## config.mk

```make
export PLATFORM = sky130hd
export DESIGN_NAME = tsq_top
export DESIGN_NICKNAME = d
export VERILOG_FILES = /design/src/common/tsq_pkg.sv /design/src/rtl/tsq_pod.sv /design/src/rtl/tsq_sync.sv /design/src/rtl/tsq_top.sv
export SDC_FILE = /design/constraint.sdc
export NUM_CORES = 1
export LEC_CHECK = 0
export BUFFER_PORTS_ARGS = -buffer_cell sky130_fd_sc_hd__buf_2
export CAP_MARGIN = 20
export CORE_ASPECT_RATIO = 1.5
export CORE_UTILIZATION = 45
export CTS_CLUSTER_DIAMETER = 60
export DETAILED_ROUTE_END_ITERATION = 8
export PLACE_DENSITY_LB_ADDON = 0.25
export SETUP_SLACK_MARGIN = 0.02
export SLEW_MARGIN = 25
export SYNTH_ARGS = -nofsm -noshare
export SYNTH_HDL_FRONTEND = slang
export SYNTH_SLANG_ARGS = --single-unit
export TNS_END_PERCENT = 50
```

## constraint.sdc

```tcl
create_clock -name CLK -period 6.81 [get_ports CLK]
set_input_delay 0.681 -clock CLK [delete_from_list [all_inputs] [get_ports CLK]]
set_output_delay 0.681 -clock CLK [all_outputs]
set_load 0.005 [all_outputs]
```

## src/common/tsq_pkg.sv

```systemverilog
// Shared constants and carrier types of the trace sequencer block
package tsq_pkg;
    localparam int unsigned NUM_PODS = 4;
    localparam int unsigned POD_W = 16;
    localparam int unsigned LOW_W = 8;
    localparam int unsigned NUM_SRC = 5;
    localparam int unsigned MAX_TERMS = 8;
    localparam int unsigned EASY_MAX = 4;
    localparam logic [3:0] CPLX_RST_TRIG = 4'h2;
    localparam logic [3:0] CPLX_TRIG_MIN = 4'h2;
    localparam logic [3:0] CPLX_TRIG_MAX = 4'h8;
    localparam logic [3:0] EASY_X_MIN = 4'h1;
    localparam logic [3:0] PWRUP_TERMS = 4'h2;

    // Byte offsets on the register bus
    localparam logic [7:0] ADDR_CTRL = 8'h00;
    localparam logic [7:0] ADDR_CMD = 8'h04;
    localparam logic [7:0] ADDR_SLAVE = 8'h08;
    localparam logic [7:0] ADDR_GLOBAL = 8'h0c;
    localparam logic [7:0] ADDR_PAT = 8'h10;
    localparam logic [7:0] ADDR_MASK = 8'h14;
    localparam logic [7:0] ADDR_TSEL = 8'h18;
    localparam logic [7:0] ADDR_TERM = 8'h1c;
    localparam logic [7:0] ADDR_STATUS = 8'h20;

    // Field positions
    localparam int unsigned CTRL_CPLX = 0;
    localparam int unsigned CTRL_RUN = 1;
    localparam int unsigned CMD_OP_LSB = 0;
    localparam int unsigned CMD_X_LSB = 4;
    localparam int unsigned POD_CFG_W = 8;
    localparam int unsigned GLB_STO_LSB = 0;
    localparam int unsigned GLB_ELIF_LSB = 2;
    localparam int unsigned ST_CNT_LSB = 0;
    localparam int unsigned ST_TRIG_LSB = 4;
    localparam int unsigned ST_LVL_LSB = 8;
    localparam int unsigned ST_TRIGD = 12;
    localparam int unsigned ST_ERR = 13;

    typedef enum logic [1:0] {SCK_OFF, SCK_MIXED, SCK_DEMUX} tsq_smode_t;
    typedef enum logic [1:0] {EDG_NONE, EDG_RISE, EDG_FALL, EDG_BOTH}
        tsq_edge_t;
    // Sources: 0 J probe, 1 K probe, 2 L emulation, 3 M unused, 4 N qual
    typedef enum logic [2:0] {SRC_J, SRC_K, SRC_L, SRC_M, SRC_N} tsq_src_t;
    typedef enum logic [1:0] {Q_NEVER, Q_ANY, Q_PAT, Q_NPAT} tsq_qual_t;
    typedef enum logic [2:0] {OP_NOP, OP_RESET, OP_INSERT, OP_DELETE,
        OP_TRIG} tsq_op_t;

    typedef struct packed {
        logic pad;
        tsq_src_t src;
        tsq_edge_t edge_sel;
        tsq_smode_t mode;
    } tsq_pod_cfg_t;

    typedef struct packed {
        tsq_qual_t store;
        tsq_qual_t prim;
        tsq_qual_t sec;
    } tsq_term_t;

    localparam tsq_pod_cfg_t POD_CFG_RST = '{1'b0, SRC_J, EDG_NONE, SCK_OFF};
    localparam tsq_term_t TERM_MID = '{Q_ANY, Q_ANY, Q_NEVER};
    localparam tsq_term_t TERM_LAST = '{Q_ANY, Q_NEVER, Q_NEVER};
endpackage

```

## src/rtl/tsq_pod.sv

```systemverilog
// One analyzer pod with slave-clock latching of its lower byte
`timescale 1ns/10ps
`default_nettype none
module tsq_pod (
    input wire logic clk,
    input wire logic rst_b,
    input wire tsq_pkg::tsq_pod_cfg_t cfg,
    input wire logic [tsq_pkg::POD_W-1:0] data,
    input wire logic sck_rise,
    input wire logic sck_fall,
    input wire logic master_evt,
    output var logic [tsq_pkg::POD_W-1:0] capt_q
);
    localparam int unsigned LW = tsq_pkg::LOW_W;
    logic [LW-1:0] low_q;
    logic seen_q;
    logic on;
    logic edge_hit;
    logic take;
    logic [LW-1:0] low_live;
    logic [tsq_pkg::POD_W-1:0] pod_view;

    assign on = cfg.mode != tsq_pkg::SCK_OFF;
    assign edge_hit = on &&
        (((cfg.edge_sel == tsq_pkg::EDG_RISE ||
           cfg.edge_sel == tsq_pkg::EDG_BOTH) && sck_rise) ||
         ((cfg.edge_sel == tsq_pkg::EDG_FALL ||
           cfg.edge_sel == tsq_pkg::EDG_BOTH) && sck_fall));
    // Mixed keeps only the first slave edge since the last master edge
    assign take = edge_hit &&
        !(cfg.mode == tsq_pkg::SCK_MIXED && seen_q);
    assign low_live = seen_q ? low_q : data[LW-1:0];
    assign pod_view = !on ? data :
        (cfg.mode == tsq_pkg::SCK_DEMUX) ? {low_live, low_live}
        : {data[tsq_pkg::POD_W-1:LW], low_live};

    always_ff @(posedge clk or negedge rst_b)
    begin
        if (!rst_b)
        begin
            low_q <= '0;
            seen_q <= 1'b0;
            capt_q <= '0;
        end
        else
        begin
            if (take)
                low_q <= data[LW-1:0];
            if (master_evt)
            begin
                capt_q <= pod_view;
                seen_q <= 1'b0;
            end
            else if (take)
                seen_q <= 1'b1;
        end
    end
endmodule
`default_nettype wire

```

## src/rtl/tsq_sync.sv

```systemverilog
// Two-flop synchroniser for inputs from outside the clock domain
`timescale 1ns/10ps
`default_nettype none
module tsq_sync #(
    parameter int unsigned W = 1
) (
    input wire logic CLK,
    input wire logic RST_B,
    input wire logic [W-1:0] d,
    output var logic [W-1:0] q
);
    logic [W-1:0] meta_q;

    always_ff @(posedge CLK or negedge RST_B)
    begin
        if (!RST_B)
        begin
            meta_q <= '0;
            q <= '0;
        end
        else
        begin
            meta_q <= d;
            q <= meta_q;
        end
    end
endmodule
`default_nettype wire

```

## src/rtl/tsq_top.sv

```systemverilog
// Trace sequencer with slave-clock pods, reached over APB
//
// The register addresses and the APB interface to the registers were left to the implementer.
`timescale 1ns/10ps
`default_nettype none
module tsq_top (
    input wire logic CLK,
    input wire logic RST_B,
    input wire logic PSEL,
    input wire logic PENABLE,
    input wire logic PWRITE,
    input wire logic [7:0] PADDR,
    input wire logic [31:0] PWDATA,
    output var logic [31:0] PRDATA,
    output var logic PREADY,
    output var logic PSLVERR,
    input wire logic [63:0] POD_DATA,
    input wire logic CLK_J,
    input wire logic CLK_K,
    input wire logic CLK_L,
    input wire logic QUAL_N,
    output var logic TRIGGER,
    output var logic STORE,
    output var logic [63:0] SAMPLE
);
    localparam int unsigned NP = tsq_pkg::NUM_PODS;
    localparam int unsigned NT = tsq_pkg::MAX_TERMS;

    logic [63:0] pod_s;
    logic [3:0] clk_s;
    logic [tsq_pkg::NUM_SRC-1:0] src_now;
    logic [tsq_pkg::NUM_SRC-1:0] src_prev_q;
    logic master_evt;
    logic samp_evt_q;
    logic [63:0] capt;

    tsq_pkg::tsq_pod_cfg_t pod_cfg_q [NP];
    tsq_pkg::tsq_term_t term_q [NT];
    logic cplx_q;
    logic run_q;
    tsq_pkg::tsq_qual_t gsto_q;
    tsq_pkg::tsq_qual_t gelif_q;
    logic [31:0] pat_q;
    logic [31:0] mask_q;
    logic [2:0] tsel_q;
    logic [3:0] cnt_q;
    logic [2:0] trig_q;
    logic [2:0] lvl_q;
    logic trigd_q;
    logic err_q;

    function automatic logic qmatch(input tsq_pkg::tsq_qual_t q,
        input logic [31:0] s, input logic [31:0] p, input logic [31:0] m);
        logic hit;
        hit = ((s ^ p) & m) == 32'h0000_0000;
        case (q)
            tsq_pkg::Q_ANY: qmatch = 1'b1;
            tsq_pkg::Q_PAT: qmatch = hit;
            tsq_pkg::Q_NPAT: qmatch = !hit;
            default: qmatch = 1'b0;
        endcase
    endfunction

    // Pins cross into CLK before any use
    tsq_sync #(.W(64)) u_sync_pod (.CLK(CLK), .RST_B(RST_B),
        .d(POD_DATA), .q(pod_s));
    tsq_sync #(.W(4)) u_sync_clk (.CLK(CLK), .RST_B(RST_B),
        .d({QUAL_N, CLK_L, CLK_K, CLK_J}), .q(clk_s));

    // Emulator makes L and N, M stays quiet
    assign src_now = {clk_s[3], 1'b0, clk_s[2], clk_s[1], clk_s[0]};
    assign master_evt = clk_s[2] && !src_prev_q[tsq_pkg::SRC_L];

    genvar gp;
    generate
        for (gp = 0; gp < NP; gp++)
        begin : g_pod
            logic sel_now;
            logic sel_prev;
            assign sel_now = src_now[pod_cfg_q[gp].src];
            assign sel_prev = src_prev_q[pod_cfg_q[gp].src];
            tsq_pod u_pod (
                .clk(CLK),
                .rst_b(RST_B),
                .cfg(pod_cfg_q[gp]),
                .data(pod_s[gp*16 +: 16]),
                .sck_rise(sel_now && !sel_prev),
                .sck_fall(!sel_now && sel_prev),
                .master_evt(master_evt),
                .capt_q(capt[gp*16 +: 16])
            );
        end
    endgenerate

    // Bus decode
    logic setup;
    logic wr_acc;
    logic addr_ok;
    logic [2:0] op;
    logic [3:0] cmd_x;
    logic [2:0] pos;
    logic [3:0] last_full;
    logic [2:0] last_idx;
    logic slave_ok;
    logic ins_ok;
    logic del_ok;
    logic trg_ok;
    logic do_reset;
    logic new_cplx;
    logic [31:0] rd_mux;
    logic [31:0] slave_rd;
    logic [31:0] status_rd;

    assign setup = PSEL && !PENABLE;
    assign wr_acc = PSEL && PENABLE && PREADY && PWRITE;
    assign addr_ok = PADDR <= tsq_pkg::ADDR_STATUS && PADDR[1:0] == 2'b00;
    assign op = PWDATA[tsq_pkg::CMD_OP_LSB +: 3];
    assign cmd_x = PWDATA[tsq_pkg::CMD_X_LSB +: 4];
    assign pos = 3'(cmd_x - 4'h1);
    assign last_full = cplx_q ? 4'(NT) : cnt_q;
    assign last_idx = 3'(last_full - 4'h1);
    assign new_cplx = PWDATA[tsq_pkg::CTRL_CPLX];

    // Slave mode needs an edge choice on every active pod
    always_comb
    begin
        slave_ok = 1'b1;
        for (int i = 0; i < NP; i++)
            if (PWDATA[i*8 +: 2] != 2'(tsq_pkg::SCK_OFF) &&
                PWDATA[i*8+2 +: 2] == 2'(tsq_pkg::EDG_NONE))
                slave_ok = 1'b0;
    end

    // Insert only contiguously, within range
    assign ins_ok = !cplx_q && cmd_x >= tsq_pkg::EASY_X_MIN &&
        cmd_x <= 4'(tsq_pkg::EASY_MAX) && cnt_q < 4'(tsq_pkg::EASY_MAX) &&
        cmd_x <= cnt_q + 4'h1;
    assign del_ok = !cplx_q && cmd_x >= tsq_pkg::EASY_X_MIN &&
        cmd_x <= cnt_q && cnt_q > 4'h1;
    assign trg_ok = cplx_q && cmd_x >= tsq_pkg::CPLX_TRIG_MIN &&
        cmd_x <= tsq_pkg::CPLX_TRIG_MAX;
    assign do_reset = wr_acc && ((PADDR == tsq_pkg::ADDR_CMD &&
        op == 3'(tsq_pkg::OP_RESET)) ||
        (PADDR == tsq_pkg::ADDR_CTRL && new_cplx != cplx_q));

    always_comb
    begin
        slave_rd = '0;
        for (int i = 0; i < NP; i++)
            slave_rd[i*8 +: 8] = pod_cfg_q[i];
    end
    assign status_rd = {18'h0, err_q, trigd_q, 1'b0, lvl_q, 1'b0, trig_q,
        cnt_q};
    assign rd_mux =
        PADDR == tsq_pkg::ADDR_CTRL ? {30'h0, run_q, cplx_q} :
        PADDR == tsq_pkg::ADDR_SLAVE ? slave_rd :
        PADDR == tsq_pkg::ADDR_GLOBAL ? {28'h0, gelif_q, gsto_q} :
        PADDR == tsq_pkg::ADDR_PAT ? pat_q :
        PADDR == tsq_pkg::ADDR_MASK ? mask_q :
        PADDR == tsq_pkg::ADDR_TSEL ? {29'h0, tsel_q} :
        PADDR == tsq_pkg::ADDR_TERM ? {26'h0, term_q[tsel_q]} :
        PADDR == tsq_pkg::ADDR_STATUS ? status_rd : 32'h0000_0000;

    // No wait state: answer in the cycle after setup
    always_ff @(posedge CLK or negedge RST_B)
    begin
        if (!RST_B)
        begin
            PREADY <= 1'b0;
            PSLVERR <= 1'b0;
            PRDATA <= '0;
        end
        else
        begin
            PREADY <= setup;
            PSLVERR <= setup && !addr_ok;
            PRDATA <= (setup && !PWRITE && addr_ok) ? rd_mux : '0;
        end
    end

    // Settings storage
    always_ff @(posedge CLK or negedge RST_B)
    begin
        if (!RST_B)
        begin
            for (int i = 0; i < NP; i++)
                pod_cfg_q[i] <= tsq_pkg::POD_CFG_RST;
            cplx_q <= 1'b0;
            run_q <= 1'b0;
            gsto_q <= tsq_pkg::Q_ANY;
            gelif_q <= tsq_pkg::Q_NEVER;
            pat_q <= '0;
            mask_q <= '0;
            tsel_q <= '0;
            err_q <= 1'b0;
        end
        else if (wr_acc)
        begin
            err_q <= 1'b0;
            case (PADDR)
                tsq_pkg::ADDR_CTRL:
                begin
                    cplx_q <= new_cplx;
                    run_q <= PWDATA[tsq_pkg::CTRL_RUN];
                end
                tsq_pkg::ADDR_SLAVE:
                    if (slave_ok)
                        for (int i = 0; i < NP; i++)
                            pod_cfg_q[i] <= tsq_pkg::tsq_pod_cfg_t'(
                                PWDATA[i*8 +: 8]);
                    else
                        err_q <= 1'b1;
                tsq_pkg::ADDR_GLOBAL:
                begin
                    gsto_q <= tsq_pkg::tsq_qual_t'(PWDATA[1:0]);
                    gelif_q <= tsq_pkg::tsq_qual_t'(PWDATA[3:2]);
                end
                tsq_pkg::ADDR_PAT: pat_q <= PWDATA;
                tsq_pkg::ADDR_MASK: mask_q <= PWDATA;
                tsq_pkg::ADDR_TSEL: tsel_q <= PWDATA[2:0];
                tsq_pkg::ADDR_CMD:
                    err_q <= (op == 3'(tsq_pkg::OP_INSERT) && !ins_ok) ||
                        (op == 3'(tsq_pkg::OP_DELETE) && !del_ok) ||
                        (op == 3'(tsq_pkg::OP_TRIG) && !trg_ok);
                default: err_q <= 1'b0;
            endcase
            if (PADDR == tsq_pkg::ADDR_CTRL && new_cplx != cplx_q)
                gsto_q <= tsq_pkg::Q_ANY;
        end
    end

    // Term table and sequencer run
    always_ff @(posedge CLK or negedge RST_B)
    begin
        if (!RST_B)
        begin
            for (int i = 0; i < NT; i++)
                term_q[i] <= tsq_pkg::TERM_LAST;
            term_q[0] <= tsq_pkg::TERM_MID;
            cnt_q <= tsq_pkg::PWRUP_TERMS;
            trig_q <= 3'(tsq_pkg::PWRUP_TERMS - 4'h1);
            lvl_q <= '0;
            trigd_q <= 1'b0;
            TRIGGER <= 1'b0;
            STORE <= 1'b0;
            SAMPLE <= '0;
            src_prev_q <= '0;
            samp_evt_q <= 1'b0;
        end
        else
        begin
            src_prev_q <= src_now;
            samp_evt_q <= master_evt;
            TRIGGER <= 1'b0;
            STORE <= 1'b0;
            if (do_reset)
            begin
                lvl_q <= '0;
                trigd_q <= 1'b0;
                if (PADDR == tsq_pkg::ADDR_CTRL ? new_cplx : cplx_q)
                begin
                    for (int i = 0; i < NT; i++)
                        term_q[i] <= tsq_pkg::TERM_MID;
                    cnt_q <= 4'(NT);
                    trig_q <= 3'(tsq_pkg::CPLX_RST_TRIG - 4'h1);
                end
                else
                begin
                    term_q[0] <= tsq_pkg::TERM_MID;
                    cnt_q <= 4'h1;
                    trig_q <= 3'h0;
                end
            end
            else if (wr_acc && PADDR == tsq_pkg::ADDR_TERM)
                term_q[tsel_q] <= tsq_pkg::tsq_term_t'(PWDATA[5:0]);
            else if (wr_acc && PADDR == tsq_pkg::ADDR_CMD)
            begin
                if (op == 3'(tsq_pkg::OP_INSERT) && ins_ok)
                begin
                    for (int i = 1; i < NT; i++)
                        if (3'(i) > pos)
                            term_q[i] <= term_q[i-1];
                    term_q[pos] <= '{gsto_q,
                        (4'(pos) == cnt_q) ? tsq_pkg::Q_NEVER
                        : tsq_pkg::Q_ANY, gelif_q};
                    if (4'(pos) == cnt_q && pos != 3'h0)
                        term_q[pos-3'h1].prim <= tsq_pkg::Q_ANY;
                    cnt_q <= cnt_q + 4'h1;
                    trig_q <= 3'(cnt_q);
                end
                if (op == 3'(tsq_pkg::OP_DELETE) && del_ok)
                begin
                    for (int i = 0; i < NT - 1; i++)
                        if (3'(i) >= pos)
                            term_q[i] <= term_q[i+1];
                    if (4'(pos) == cnt_q - 4'h1)
                        term_q[pos-3'h1].prim <= tsq_pkg::Q_NEVER;
                    cnt_q <= cnt_q - 4'h1;
                    trig_q <= 3'(cnt_q - 4'h2);
                    lvl_q <= '0;
                end
                if (op == 3'(tsq_pkg::OP_TRIG) && trg_ok)
                    trig_q <= pos;
            end
            else if (samp_evt_q && run_q)
            begin
                SAMPLE <= capt;
                STORE <= qmatch(cplx_q ? term_q[lvl_q].store : gsto_q,
                    capt[31:0], pat_q, mask_q);
                if (trig_q == 3'h0 && !trigd_q)
                begin
                    trigd_q <= 1'b1;
                    TRIGGER <= 1'b1;
                end
                else if (lvl_q != 3'h0 && qmatch(
                    cplx_q ? term_q[lvl_q].sec : gelif_q,
                    capt[31:0], pat_q, mask_q))
                    lvl_q <= '0;
                else if (lvl_q != last_idx &&
                    qmatch(term_q[lvl_q].prim, capt[31:0], pat_q, mask_q))
                begin
                    lvl_q <= lvl_q + 3'h1;
                    if (lvl_q + 3'h1 == trig_q && !trigd_q)
                    begin
                        trigd_q <= 1'b1;
                        TRIGGER <= 1'b1;
                    end
                end
            end
            else if (!run_q)
            begin
                lvl_q <= '0;
                trigd_q <= 1'b0;
            end
        end
    end
endmodule
`default_nettype wire
```

==> out/metrics.cfg <==
[run_status]
status=finished clean

[logic_synthesis]
synthTopCellsByArea=dfrtp_1 52%, mux2_2 9.6%, mux2i_1 4.1%
ys_types=78
synth_warnings=0
yosys-top-cells-count=494 x dfrtp_1, 200 x mux2_2, 195 x nand2_1
netlist_instances=2133
synth_most_common_cell=dfrtp_1
synth_area_um2=23550
synth_nets=2268
yosys.area.top_type=dfrtp_1
synth_edf_count=0
avgSynthCellArea_um2=11.04
async_reset_ff_frac=1.000
synth_seq_cells=506
ys.flop_type=dfrtp_1
yosysSeqAreaShare=0.5383
yosys.area.top_type_share=0.5249

[clock_tree]
postCtsSetupBuffers=0
cts.sinks=506
clk_pin_slew_ns=0.06
cts_max_level=2
cts_tree=yes
cts_resized=0
holdBufCountCts=0
clockRootBuffer=clkbuf_16
cts_buffers=50
clk_path_buf_depth=3
clk_latency_ns=0.61

[sta]
slew_headroom=0.2645
final-hold-violation-count=0
maxClockFrequency_mhz=238.0
finalCritPeriodShare=0.6170
hold_slack_ns=0.07639
finalClockSkew_ns=0.02223
tns_ns=0
worst_pin_slew_ns=1.099
rsz0062_at_grt=false
setup_viol=0
period_needed_ns=4.202
slew_viol_final=0

[placed_design]
dp_cells=2929
place.gp.congestion=1.043
port_buffers=212
dp_hpwl_um=58310

[cells_and_area]
fin_nets=2441
instances_no_fill=3024
drive_gt1_frac=0.2533
synthToLayoutAreaGrowth_pct=15.12

[pwr]
seqPwrFrac=0.485
p_int_w=0.004977
switchingPower_w=0.001611
ir_worst_vdd_v=0.0002848
p_per_area_nw_per_um2=243.0
power_frac_comb=0.058
p_clk_frac=0.457
p_leak_nw=12.77
switching_share=0.2445

[worst_setup_path]
worst_ep_required_time_ns=7.34
slowest_stage=nor2_1
cp-start-kind=input port
rr_worst_depth=11
crit_buf_inv=3
arrival_ns=4.73
path_delay_family=buffers and inverters
regToRegEndpoint=term_q[26]
cp_max_fo=24
crit_path_end_kind=flip-flop
r2r_start=cnt_q[0]
r2r_slack_ns=2.84
cp_slowest_stage_delay_ns=0.78
crit_chain=buf_2 -> inv_1 -> ha_1 -> xnor2_2 -> buf_4 -> nand3_1 -> nor2_1 -> a31oi_1 -> a21oi_1 -> a2bb2oi_1
path_class=in2reg

[global_routing]
grt_max_degree=163
first_global_vias=19060
grt_pass1_wl_um=122500
antenna_found_initial=11
grt_usage=0.3122
grt.overflow.total=0

[floorplan]
die-area_um2=53270
rows=102
io_pins=213
initial_core_util=0.4556
core_area_um2=51690
die_h_um=282.2
die_w_um=188.8

[drt]
wl_per_cell_um=27.11
viasPerCell=6.121
drtPass1Iterations=5
antenna_left=0
drc=0
dr_total_vias=18510
drt_wl_total_um=81980
drt_first_iter_violations=1554

[run]
cap_violations=0

[hold_path]
min_path_type=in2async

[worst register-to-register path, stage by stage (launching register included)]
cell and delay [ns]:
dfrtp_1 0.59, inv_1 0.20, ha_1 0.36, inv_1 0.08, ha_1 0.30, nand2_1 0.05, o2bb2ai_1 0.70, nand4_1 0.70
nor2_1 0.32, a21oi_1 0.09, o21ai_0 0.32, a31oi_1 0.13
[final cells by class]
type | instances | area, µm²
Sequential cell | 506 | 12680
Timing Repair Buffer | 250 | 1381
Multi-Input combinational cell | 1465 | 10280
Clock buffer | 61 | 1354
Fill cell | 4618 | 24580
Tap cell | 676 | 845.8
Clock inverter | 30 | 439.2
Inverter | 33 | 123.9
Antenna cell | 3 | 7.507
[power by group through the flow]
stage	clock [W]	combinational [W]	sequential (W)
floorplan	0	0.000187	0.00321
global placement	0	0.000374	0.00325
detailed placement	0	0.000381	0.00325
CTS	0.00307	0.000383	0.00320
global route	0.00317	0.000424	0.00321
finish	0.00301	0.000381	0.00320
[worst max-delay path by stage]
stage,start,end,depth (start not counted)
6_report,PWDATA[4],term_q[36],10
5_1_grt,PWDATA[4],term_q[36],10
4_1_cts,PWDATA[4],term_q[38],9
3_5_place_dp,PWDATA[4],term_q[36],10
3_3_place_gp,PWDATA[4],term_q[38],9
2_1_floorplan,PWDATA[5],term_q[46],13
[logic make-up (layout without fill, tap and decap cells)]
family / after synthesis / count (layout) / synth area share
adder cells (fa/ha/maj): 22 / 22 / 0.01169
AO/OA/AOI/OAI: 539 / 539 / 0.1441
flip-flops: 506 / 506 / 0.5383
multiplexers: 312 / 312 / 0.1513
AND/OR/NAND/NOR: 538 / 538 / 0.1063
buffers and inverters: 162 / 374 / 0.02763
XOR/XNOR: 54 / 54 / 0.02072
other: 0 / 3 / 0
[placed cells by master (no fill, tap or decap), types with 22 or more instances in the layout]
master and count:
clkbuf_16 51, inv_1 30, a31oi_1 28, nor2_1 154, nand3_1 38, nand2_1 195, buf_4 36, a22oi_1 26
nor3_1 32, buf_2 211, xor2_1 40, mux2_2 200, a21oi_1 122, ha_1 22, o21ai_0 170, dfrtp_1 494
mux2i_1 96, o22ai_1 26
[metal layers]
layer	share of wire	global-route usage	vias up
li1	-	-	8114
met1	0.36	0.3485	9256
met2	0.50	0.5332	811
met3	0.062	0.05757	315
met4	0.081	0.2306	14
met5	0.0010	0	-
[stage by stage]
stage            util  total power [W]  setup slack [ns]  cell area, µm²
2_1_floorplan       -         0.003398             3.291           23550
3_3_place_gp   0.4890         0.003624             2.063           25280
3_5_place_dp   0.4891         0.003634             2.078           25280
4_1_cts        0.5238         0.006647             2.718           27070
5_1_grt        0.5245         0.006806             2.448           27110
6_report       0.5245         0.006588             2.608           27110
[flip-flops by register name, indices dropped and copies added, names as in the netlist, 2 cells and up]
register,flops
u_sync_pod.q,64
g_pod.u_pod.capt_q,64
PRDATA,32
pod_cfg_q,32
u_sync_pod.meta_q,64
term_q,48
u_sync_clk.q,4
cnt_q,4
gsto_q,2
trig_q,3
g_pod.u_pod.seen_q,4
tsel_q,3
lvl_q,3
SAMPLE,64
pat_q,32
src_prev_q,4
g_pod.u_pod.low_q,32
gelif_q,2
mask_q,32
u_sync_clk.meta_q,4
Note: power is estimated with default switching activity, not from simulation.
